`src/verilog/arf_defines.svh`:
```
`ifndef ARF_DEFINES_SVH
`define ARF_DEFINES_SVH
// prefix layout and broadcast
`define ARF_ADDR_W 16
`define ARF_BCAST_ADDR 16'hffff
`define ARF_MAX_LEN 8'hf0
// discrete input map, as seen by a read-discrete-input request
`define ARF_DI_ADDR 16'd20001
`define ARF_DI_SLAVE 8'h01
`define ARF_FC_READ_DI 8'h02
`define ARF_CRC_LO 8'hb9
`define ARF_CRC_HI 8'hca
// timing: milliseconds at 100 MHz
`define ARF_CLK_MHZ 100
`define ARF_CYC_PER_MS (`ARF_CLK_MHZ * 1000)
`define ARF_MS_W 16
`define ARF_WAKE_CODE 8'h55
`define ARF_WAKE_LEN 8'h04
`endif

```
`src/verilog/arf_pkg.sv`:
```
`include "arf_defines.svh"
package arf_pkg;
  typedef struct packed
  {
    logic valid;
    logic [7:0] data;
    logic last;
  } arf_byte_s;
  typedef struct packed
  {
    logic [15:0] addr;
    logic [7:0] chan;
  } arf_dest_s;
  typedef struct packed
  {
    logic [15:0] wake_ms;
    logic [15:0] prewake_ms;
    logic [15:0] resp_ms;
  } arf_timing_s;
endpackage

```
`src/verilog/arf_framer.sv`:
```
// Function
// - in fixed mode, first two bytes are destination address
// - in fixed mode, third byte is channel, payload follows
// - any address and channel accepted
// - dry contact input readable at 20001
// - answers read-discrete-input to slave one, in configuration mode only
// - low power needs both ends enabled
// - master prepends wake code in low power
// - wake period shared by master and slave; master sends a fixed 4-byte wake code instead
// - sensor supply raised early by pre-wake time
// - serial receiver open for response timeout
// - slave delays output by wake plus pre-wake
// - late sensor replies are not forwarded
// - address all ones receives every frame
// - bytes beyond max length are dropped
`timescale 1ns/1ns
`default_nettype none
`include "arf_defines.svh"
module arf_framer
(
  input wire logic mclk,
  input wire logic rst,
  input wire logic fixed_mode,
  input wire logic sleep_mode_enable,
  input wire logic master_role,
  input wire logic config_mode,
  input wire logic [15:0] own_addr,
  input wire arf_pkg::arf_timing_s timing,
  input wire logic dry_contact_input,
  input wire arf_pkg::arf_byte_s ser_in,
  output arf_pkg::arf_dest_s tx_dest,
  output arf_pkg::arf_byte_s tx_out,
  input wire arf_pkg::arf_byte_s rf_in,
  input wire logic [15:0] rf_dest_addr,
  output arf_pkg::arf_byte_s ser_out,
  output logic sensor_supply_output,
  output logic ser_rx_open,
  output logic standby
);
  import arf_pkg::*;

  function automatic logic [31:0] ms_cycles(input logic [15:0] ms);
    ms_cycles = 32'(ms) * 32'(`ARF_CYC_PER_MS);
  endfunction

  //////////////////////////////////////////////////////////////////////////////
  // input synchroniser for the dry contact, a mechanical pin
  logic di_s1_reg, di_s2_reg;
  always_ff @(posedge mclk or posedge rst)
  begin
    if (rst)
    begin
      di_s1_reg <= 1'b0;
      di_s2_reg <= 1'b0;
    end
    else
    begin
      di_s1_reg <= dry_contact_input;
      di_s2_reg <= di_s1_reg;
    end
  end

  //////////////////////////////////////////////////////////////////////////////
  // serial-to-radio framer
  typedef enum logic [4:0]
  {
    TX_ADDR_HI = 5'b00001,
    TX_ADDR_LO = 5'b00010,
    TX_CHAN = 5'b00100,
    TX_WAKE = 5'b01000,
    TX_DATA = 5'b10000
  } arf_tx_e;
  arf_tx_e tx_st_reg, tx_st_next;
  arf_dest_s dest_reg, dest_next;
  arf_byte_s tx_reg, tx_next;
  logic [7:0] cnt_reg, cnt_next;
  logic [7:0] mb_idx_reg, mb_idx_next;
  logic mb_ok_reg, mb_ok_next;
  logic [7:0] wk_reg, wk_next;
  logic held_reg, held_next;
  logic [7:0] held_data_reg, held_data_next;
  logic held_last_reg, held_last_next;

  // expected read-discrete-input request bytes
  function automatic logic [7:0] mb_req(input logic [7:0] i);
    case (i)
      8'h00: mb_req = `ARF_DI_SLAVE;
      8'h01: mb_req = `ARF_FC_READ_DI;
      8'h05: mb_req = 8'h01;
      8'h06: mb_req = `ARF_CRC_LO;
      8'h07: mb_req = `ARF_CRC_HI;
      default: mb_req = 8'h00;
    endcase
  endfunction

  logic tx_lp;
  assign tx_lp = sleep_mode_enable && master_role;

  // a sleeping slave takes serial data only while its reply window is open
  logic open_reg, open_next;
  logic sin_valid;
  assign sin_valid = ser_in.valid && (!sleep_mode_enable || master_role || open_reg);

  always_comb
  begin
    tx_st_next = tx_st_reg;
    dest_next = dest_reg;
    tx_next = '0;
    cnt_next = cnt_reg;
    mb_idx_next = mb_idx_reg;
    mb_ok_next = mb_ok_reg;
    wk_next = wk_reg;
    held_next = held_reg;
    held_data_next = held_data_reg;
    held_last_next = held_last_reg;
    if (config_mode)
    begin
      // radio is asleep in configuration mode; only request matching runs
      tx_st_next = TX_ADDR_HI;
      if (ser_in.valid)
      begin
        mb_ok_next = (mb_idx_reg == 8'h00 ? 1'b1 : mb_ok_reg)
          && (ser_in.data == mb_req(mb_idx_reg));
        mb_idx_next = ser_in.last ? 8'h00 : mb_idx_reg + 8'h01;
      end
    end
    else
    begin
      case (tx_st_reg)
        TX_ADDR_HI:
        begin
          cnt_next = 8'h00;
          if (sin_valid && fixed_mode)
          begin
            dest_next.addr[15:8] = ser_in.data;
            tx_st_next = TX_ADDR_LO;
          end
          else if (sin_valid)
          begin
            held_next = 1'b1;
            held_data_next = ser_in.data;
            held_last_next = ser_in.last;
            dest_next = '{addr: own_addr, chan: dest_reg.chan};
            tx_st_next = tx_lp ? TX_WAKE : TX_DATA;
            wk_next = 8'h00;
          end
        end
        TX_ADDR_LO:
          if (sin_valid)
          begin
            dest_next.addr[7:0] = ser_in.data;
            tx_st_next = TX_CHAN;
          end
        TX_CHAN:
          if (sin_valid)
          begin
            dest_next.chan = ser_in.data;
            wk_next = 8'h00;
            tx_st_next = tx_lp ? TX_WAKE : TX_DATA;
          end
        TX_WAKE:
        begin
          // wake preamble ahead of the payload; the first payload byte arriving now is held
          tx_next = '{valid: 1'b1, data: `ARF_WAKE_CODE, last: 1'b0};
          wk_next = wk_reg + 8'h01;
          if (wk_reg == `ARF_WAKE_LEN - 8'h01)
            tx_st_next = TX_DATA;
        end
        TX_DATA:
        begin
          if (held_reg)
          begin
            // a byte landing while the held one drains takes its place
            held_next = sin_valid && !held_last_reg;
            held_data_next = ser_in.data;
            held_last_next = ser_in.last;
            if (cnt_reg < `ARF_MAX_LEN)
            begin
              tx_next = '{valid: 1'b1, data: held_data_reg,
                last: held_last_reg || (cnt_reg == `ARF_MAX_LEN - 8'h01)};
              cnt_next = cnt_reg + 8'h01;
            end
            if (held_last_reg)
              tx_st_next = TX_ADDR_HI;
          end
          else if (sin_valid)
          begin
            // bytes past the packet limit are discarded
            if (cnt_reg < `ARF_MAX_LEN)
            begin
              tx_next = '{valid: 1'b1, data: ser_in.data,
                last: ser_in.last || (cnt_reg == `ARF_MAX_LEN - 8'h01)};
              cnt_next = cnt_reg + 8'h01;
            end
            if (ser_in.last)
              tx_st_next = TX_ADDR_HI;
          end
        end
        default: tx_st_next = TX_ADDR_HI;
      endcase
      // only one byte can be held, so the host must pause one byte per wake byte
      if (tx_st_reg == TX_WAKE && ser_in.valid && !held_reg)
      begin
        held_next = 1'b1;
        held_data_next = ser_in.data;
        held_last_next = ser_in.last;
      end
    end
  end

  always_ff @(posedge mclk or posedge rst)
  begin
    if (rst)
    begin
      tx_st_reg <= TX_ADDR_HI;
      dest_reg <= '0;
      tx_reg <= '0;
      cnt_reg <= 8'h00;
      mb_idx_reg <= 8'h00;
      mb_ok_reg <= 1'b0;
      wk_reg <= 8'h00;
      held_reg <= 1'b0;
      held_data_reg <= 8'h00;
      held_last_reg <= 1'b0;
    end
    else
    begin
      tx_st_reg <= tx_st_next;
      dest_reg <= dest_next;
      tx_reg <= tx_next;
      cnt_reg <= cnt_next;
      mb_idx_reg <= mb_idx_next;
      mb_ok_reg <= mb_ok_next;
      wk_reg <= wk_next;
      held_reg <= held_next;
      held_data_reg <= held_data_next;
      held_last_reg <= held_last_next;
    end
  end

  //////////////////////////////////////////////////////////////////////////////
  // radio-to-serial path with low-power slave schedule
  typedef enum logic [4:0]
  {
    RX_IDLE = 5'b00001,
    RX_DELAY = 5'b00010,
    RX_OUT = 5'b00100,
    RX_LISTEN = 5'b01000,
    RX_ANSWER = 5'b10000
  } arf_rx_e;
  arf_rx_e rx_st_reg, rx_st_next;
  logic [31:0] tmr_reg, tmr_next;
  logic [7:0] rbuf [0:255];
  logic [7:0] wr_reg, wr_next, rd_reg, rd_next;
  logic [7:0] ans_idx_reg, ans_idx_next;
  arf_byte_s so_reg, so_next;
  logic sup_reg, sup_next;
  logic sb_reg, sb_next;
  logic rx_lp, rx_hit, mb_done, di_hit;

  assign rx_lp = sleep_mode_enable && !master_role;
  assign rx_hit = rf_in.valid && (rf_dest_addr == own_addr
    || own_addr == `ARF_BCAST_ADDR || rf_dest_addr == `ARF_BCAST_ADDR);
  assign mb_done = config_mode && ser_in.valid && ser_in.last && mb_idx_reg == 8'h07
    && mb_ok_reg && ser_in.data == mb_req(8'h07);
  // data address 20001 is offset zero of the discrete inputs
  assign di_hit = (`ARF_DI_ADDR - 16'd20001) == 16'h0000;

  always_ff @(posedge mclk)
  begin
    if (rx_hit && rx_st_reg != RX_ANSWER)
      rbuf[wr_reg] <= rf_in.data;
  end

  always_comb
  begin
    rx_st_next = rx_st_reg;
    tmr_next = tmr_reg;
    wr_next = wr_reg;
    rd_next = rd_reg;
    ans_idx_next = ans_idx_reg;
    so_next = '0;
    sup_next = sup_reg;
    open_next = open_reg;
    sb_next = sb_reg;
    if (rx_hit && rx_st_reg != RX_ANSWER)
      wr_next = wr_reg + 8'h01;
    case (rx_st_reg)
      RX_IDLE:
      begin
        sb_next = rx_lp;
        if (mb_done && di_hit)
        begin
          ans_idx_next = 8'h00;
          rx_st_next = RX_ANSWER;
        end
        else if (rx_hit && rx_lp)
        begin
          // hold data for wake period plus pre-wake before emitting it
          tmr_next = ms_cycles(timing.wake_ms) + ms_cycles(timing.prewake_ms);
          sb_next = 1'b0;
          rx_st_next = RX_DELAY;
        end
        else if (rx_hit)
          rx_st_next = RX_OUT;
      end
      RX_DELAY:
      begin
        // supply comes up once only the pre-wake time remains
        if (tmr_reg <= ms_cycles(timing.prewake_ms))
          sup_next = 1'b1;
        if (tmr_reg == 32'h0)
          rx_st_next = RX_OUT;
        else
          tmr_next = tmr_reg - 32'h1;
      end
      RX_OUT:
        if (rd_reg != wr_reg)
        begin
          so_next = '{valid: 1'b1, data: rbuf[rd_reg], last: rd_reg + 8'h01 == wr_reg};
          rd_next = rd_reg + 8'h01;
        end
        else if (rx_lp)
        begin
          tmr_next = ms_cycles(timing.resp_ms);
          open_next = 1'b1;
          rx_st_next = RX_LISTEN;
        end
        else
          rx_st_next = RX_IDLE;
      RX_LISTEN:
      begin
        // reply forwarding happens in the framer; late replies are shut out
        if (tmr_reg == 32'h0 || (ser_in.valid && ser_in.last))
        begin
          open_next = 1'b0;
          sup_next = 1'b0;
          sb_next = 1'b1;
          rx_st_next = RX_IDLE;
        end
        else
          tmr_next = tmr_reg - 32'h1;
      end
      RX_ANSWER:
      begin
        // reply: slave, function, count, state; crc left to the serial layer
        case (ans_idx_reg)
          8'h00: so_next = '{valid: 1'b1, data: `ARF_DI_SLAVE, last: 1'b0};
          8'h01: so_next = '{valid: 1'b1, data: `ARF_FC_READ_DI, last: 1'b0};
          8'h02: so_next = '{valid: 1'b1, data: 8'h01, last: 1'b0};
          default: so_next = '{valid: 1'b1, data: {7'h00, di_s2_reg}, last: 1'b1};
        endcase
        ans_idx_next = ans_idx_reg + 8'h01;
        if (ans_idx_reg == 8'h03)
          rx_st_next = RX_IDLE;
      end
      default: rx_st_next = RX_IDLE;
    endcase
  end

  always_ff @(posedge mclk or posedge rst)
  begin
    if (rst)
    begin
      rx_st_reg <= RX_IDLE;
      tmr_reg <= 32'h0;
      wr_reg <= 8'h00;
      rd_reg <= 8'h00;
      ans_idx_reg <= 8'h00;
      so_reg <= '0;
      sup_reg <= 1'b0;
      open_reg <= 1'b0;
      sb_reg <= 1'b0;
    end
    else
    begin
      rx_st_reg <= rx_st_next;
      tmr_reg <= tmr_next;
      wr_reg <= wr_next;
      rd_reg <= rd_next;
      ans_idx_reg <= ans_idx_next;
      so_reg <= so_next;
      sup_reg <= sup_next;
      open_reg <= open_next;
      sb_reg <= sb_next;
    end
  end

  assign tx_dest = dest_reg;
  assign tx_out = tx_reg;
  assign ser_out = so_reg;
  assign sensor_supply_output = sup_reg;
  assign ser_rx_open = open_reg;
  assign standby = sb_reg;
endmodule
`default_nettype wire

```
`config.mk`:
```
export PLATFORM = sky130hd
export DESIGN_NAME = arf_framer
export DESIGN_NICKNAME = d
export VERILOG_FILES = /design/src/verilog/arf_pkg.sv /design/src/verilog/arf_framer.sv
export VERILOG_INCLUDE_DIRS = /design/src /design/src/verilog
export SDC_FILE = /design/constraint.sdc
export NUM_CORES = 2
export LEC_CHECK = 0
export BUFFER_PORTS_ARGS = -buffer_cell sky130_fd_sc_hd__buf_2
export CAP_MARGIN = 20
export CORE_ASPECT_RATIO = 1.1
export CORE_MARGIN = 1.5
export CORE_UTILIZATION = 59
export CTS_BUF_LIST = sky130_fd_sc_hd__clkbuf_8
export DETAILED_ROUTE_END_ITERATION = 8
export PLACE_DENSITY_LB_ADDON = 0.12
export SYNTH_ARGS = -nofsm -noshare
export SYNTH_HDL_FRONTEND = slang
export SYNTH_SLANG_ARGS = --single-unit
```
`constraint.sdc`:
```
create_clock -name mclk -period 5.95 [get_ports mclk]
set_clock_uncertainty 0.05 [all_clocks]
set_input_delay 0.2975 -clock mclk [delete_from_list [all_inputs] [get_ports mclk]]
set_output_delay 0.2975 -clock mclk [all_outputs]
set_load 0.01 [all_outputs]
```
# == Word-level counts from Yosys, hierarchy flattened ==
# Memories as Yosys holds them, arrays and structs flattened.
# Cells that the tools add are included.
# word_totals
ram_bits,2048
n_memories,1
regBits,150
mem_bits_ro,0
word_cells,235
latch_bits,0
# mem_list
name,words,word_bits,rd,rd_clocked_by_memory_dff,wr,line_no,source
rbuf,256,8,1,0,1,arf_framer.sv:253,logic [7:0] rbuf [0:255];
# classes
magnitude_cmp,2
n_shift,0
mux,82
div,0
bitwise,2
addsub,8
n_reduce_logical,59
eq_ne,51
multipliers,3
# ops
cell,count
2-to-1 mux 32 bit,6
one-hot mux 32 bit (4 select lines),1
2-to-1 mux 8 bit,14
2-to-1 mux 5 bit,17
multiplier 16 x 12 -> 27 bit (second input constant),3
one-hot mux 8 bit (2 select lines),5
2-to-1 mux 10 bit,6
one-hot mux 5 bit (5 select lines),2
adder 8 x 1 -> 8 bit (second input constant),6
one-hot mux 10 bit (2 select lines),2
adder 32 bit,1
equality test 16 bit (second input constant),2
<= comparator 32 bit,1
logical NOT 32 bit,1
one-hot mux 8 bit (4 select lines),1
subtractor 32 x 1 -> 32 bit (second input constant),1
!= test 2 bit (second input constant),14
equality test 8 x 2 -> 1 bit (second input constant),3
equality test 8 x 3 -> 1 bit (second input constant),3
2-to-1 mux 24 bit,1
one-hot mux 8 bit (3 select lines),1
AND reduction 5 bit,4
2-to-1 mux 1 bit,18
!= test 3 bit (second input constant),6
30 further kinds,88

# == Longest topological paths before layout ==
# depth
ltp_word,8
depth_mapped,32
mapped_depth_nobuf,32

# == Least setup slack after synthesis ==
# OpenSTA, ideal clock, no wires.
# synth_timing
path_type,in2reg
start,in timing[34] (netlist bit)
end,reg tmr_reg[30]
setup_slack_ns,-0.314
path_buffers,0
arrival_time_ns,6.082
stages,29
path_cell_list,ha_1 -> ha_1 -> inv_1 -> fa_1 -> inv_1 -> fa_1 -> inv_1 -> fa_1 -> inv_1 -> ha_1 -> a21o_1 -> a21oi_1 -> o21ai_0 -> inv_1 -> a31oi_1 -> a21o_1 -> a21o_1 -> a21oi_1 -> o21bai_1 -> xor2_1 -> ha_1 -> and3_1 -> nand2_1 -> or4b_2 -> a31oi_1 -> o21ai_0 -> a22oi_1 -> nor4b_1 -> or3b_1
# synth_between
elab_chain_len,5
# synth_rtl
item,line_no,source
start: declaration,arf_framer.sv:28,"input wire arf_pkg::arf_timing_s timing,"
multiplier 16 x 12 -> 27 bit,arf_framer.sv:43,ms_cycles = 32'(ms) * 32'(`ARF_CYC_PER_MS);
adder 32 bit,arf_framer.sv:300,tmr_next = ms_cycles(timing.wake_ms) + ms_cycles(timing.prewake_ms);
2-to-1 mux 32 bit,arf_framer.sv:297,else if (rx_hit && rx_lp)
2-to-1 mux 32 bit,arf_framer.sv:292,if (mb_done && di_hit)
one-hot mux 32 bit (4 select lines),arf_framer.sv:288,case (rx_st_reg)
end signal: assignment,arf_framer.sv:378,tmr_reg <= tmr_next;
end: declaration,arf_framer.sv:252,"logic [31:0] tmr_reg, tmr_next;"
# Every way passes these cells. The select of a mux whose other input is x is not followed.
# A chain may end at the register's enable or synchronous reset.

# == Worst setup path after layout ==
# layout_timing
start,in timing[35] (netlist bit)
end,reg tmr_reg[30]
# Same word-level chain as after synthesis.

==> metrics.yaml <==
status: "complete, no violations"
tightest_slew_ns: 1.263
cp.required_ns: 6.80
dieWidth_um: 392.6
grt_antenna_before_repair: 4
first_pass_iters: 6
crit_type: "in2reg"
clk_pin_slew_ns: 0.06
die_y_um: 431.5
gp_routability_congestion: 0.8679
largest_reg_flops: 2048
dp_cells: 7857
start_util_pct: 59.26
groute.usage.overall_pct: 27.64
via_per_inst: 6.164
cts_buffer_depth: 4
detail-route-antenna-nets: 0
cp.arrival_ns: 6.29
drc: 0
synth_area_per_cell_um2: 18.14
cts_hold_buf: 76
yosysWarnings: 0
fin_hold_ws_ns: 0.06529
clk_latency_ns: 1.04
stdcell_area_um2: 110700
ys_ff_latch: 2198
vdd_drop_max_uv: 971.8
reg2reg_depth: 12
wl_per_cell_um: 26.74
final_common_cell: "edfxtp_1"
period_minus_slack_ns: 5.437
power_mw: 51.17
grt_max_degree: 216
slew_violations: 0
hold_violations: 0
rrSetupSlack_ns: 1.52
cp-endpoint: "tmr_reg[30]$_DFFE_PP0P_"
htree_levels: 5
ys_types: 95
grt_pass1_wl_um: 343400
clock-sinks: 2198
synth-edff-count: 2048
end_kind: "flop"
drive_above_1_share_pct: 25.69
hpwl_um: 145700
min_path_type: "in2reg"
power_density_nw_per_um2: 462.1
final-instance-count-excl-fill: 8552
p_leak_nw: 39.14
critPathMaxStageDelay_ns: 0.51
crit_path_max_fanout: 4
cp-start-kind: "primary input"
tns_ns: 0
die_area_um2: 169400
fmax_mhz: 183.9
worstHoldStart: "rf_in[2]"
cap_viol_max_count: 0
syn-cell-area_um2: 98490
slew_headroom_pct: 15.83
fillCellCount: 11172
numCtsBuffers: 356
cts_tree: "done"
syn-num-nets: 6027
layout_common_cells: "2,048 x edfxtp_1, 680 x mux4_2, 474 x inv_1"
slowest_stage: "fa_1"
cts_setup_buffers: 0
areaGrowthSynthToFinish_pct: 12.42
ctsResizeCount: 0
grt_pass1_vias: 54466
layout.nets: 6664
dp_slack_ns: -0.5481
cts-root-buf: "clkbuf_8"
grt_overflow: 0
rows: 157
placed_area_um2: 103700
finalWirelength_um: 228700
setup_viol: 0
fin_ws_ns: 0.5125
synthCells: 5429
utilization_pct: 66.62
initialDrtViolationCount: 4546
async_flop_share_pct: 6.824
core_area_um2: 166200
synth_flop_cell: "edfxtp_1"
critPathLaunch: "timing[35]"
io_pins: 154
r2r_end: "tmr_reg[29]$_DFFE_PP0P_"
portBuffers: 152
num_vias: 52718
yosysSeqAreaShare_pct: 66.26
rsz0062_at_grt: "no"
fin_crit_sh_pct: 91.39
reg2reg_from: "tmr_reg[1]$_DFFE_PP0P_"
## Yosys cell counts (30+ instances only)
cell / number / area, um2
fa_1: 129 / 2582
inv_1: 362 / 1359
nand3_1: 49 / 245.2
ha_1: 362 / 4529
xnor2_1: 103 / 902.1
clkbuf_1: 165 / 619.3
buf_1: 30 / 112.6
buf_2: 41 / 205.2
a21o_1: 54 / 405.4
edfxtp_1: 2048 / 61500
dfrtp_1: 148 / 3704
mux4_2: 680 / 15310
nor2_1: 371 / 1393
nand2_1: 151 / 566.8
o21ai_0: 137 / 685.7
xor2_1: 49 / 429.2
a21oi_1: 120 / 600.6
## worst max-delay path: cells and delay by family
| family | cells | cell delay [ns] |
|---|---|---|
| xor+xnor | 1 | 0.15 |
| simple gates | 4 | 0.68 |
| compound gates | 13 | 2.20 |
| fa+ha+maj | 7 | 2.64 |
| buf+inv | 5 | 0.33 |
## layer usage
layer	up-vias	wire length (um)	track usage, %
li1	22780	-	-
met1	27537	91880	38.31
met2	2044	114400	45.19
met3	355	17210	5.754
met4	2	5235	7.330
met5	-	13	0
## how the worst min path moves through the flow
stage | to | cells past startpoint
after floorplan | di_s1_reg$_DFF_PP0_ | 0
final | rbuf[253][1]$_DFFE_PP_ | 1
after CTS | rbuf[236][1]$_DFFE_PP_ | 1
after detailed placement | tx_dest[19]$_DFFE_PP0P_ | 2
after global placement | tx_dest[19]$_DFFE_PP0P_ | 2
after global routing | rbuf[253][1]$_DFFE_PP_ | 1
## cell type report
cell class                      instances  area (um2)  share of cell area (%)
Inverter                              362        1364                   1.232
Clock buffer                          371        5106                   4.612
Sequential cell                      2198       65270                   58.95
Multi-Input combinational cell       2631       31040                   28.03
Clock inverter                        243        1097                  0.9910
Timing Repair Buffer                  517        4046                   3.655
Tap cell                             2226        2785                   2.515
Antenna cell                            4       10.01                0.009040
## cells by family (layout without fill, tap and decap cells)
family | count (synthesis) | count (layout) | synth area share (%)
adder cells (fa/ha/maj) | 495 | 495 | 7.262
flip-flops | 2198 | 2198 | 66.26
other | 0 | 4 | 0
XOR/XNOR | 154 | 154 | 1.391
multiplexers | 719 | 719 | 15.97
buffers and inverters | 600 | 1493 | 2.354
AO/OA/AOI/OAI | 471 | 471 | 3.034
AND/OR/NAND/NOR | 792 | 792 | 3.731
## report_power, final
| part | internal (mW) | switching, mW | leakage, nW |
|---|---|---|---|
| combinational | 11.0 | 11.0 | 15.2 |
| sequential | 17.1 | 0.399 | 20.3 |
| clock | 5.91 | 5.75 | 3.59 |
| total | 34.0 | 17.2 | 39.1 |
(Power assumes the default switching activity.)
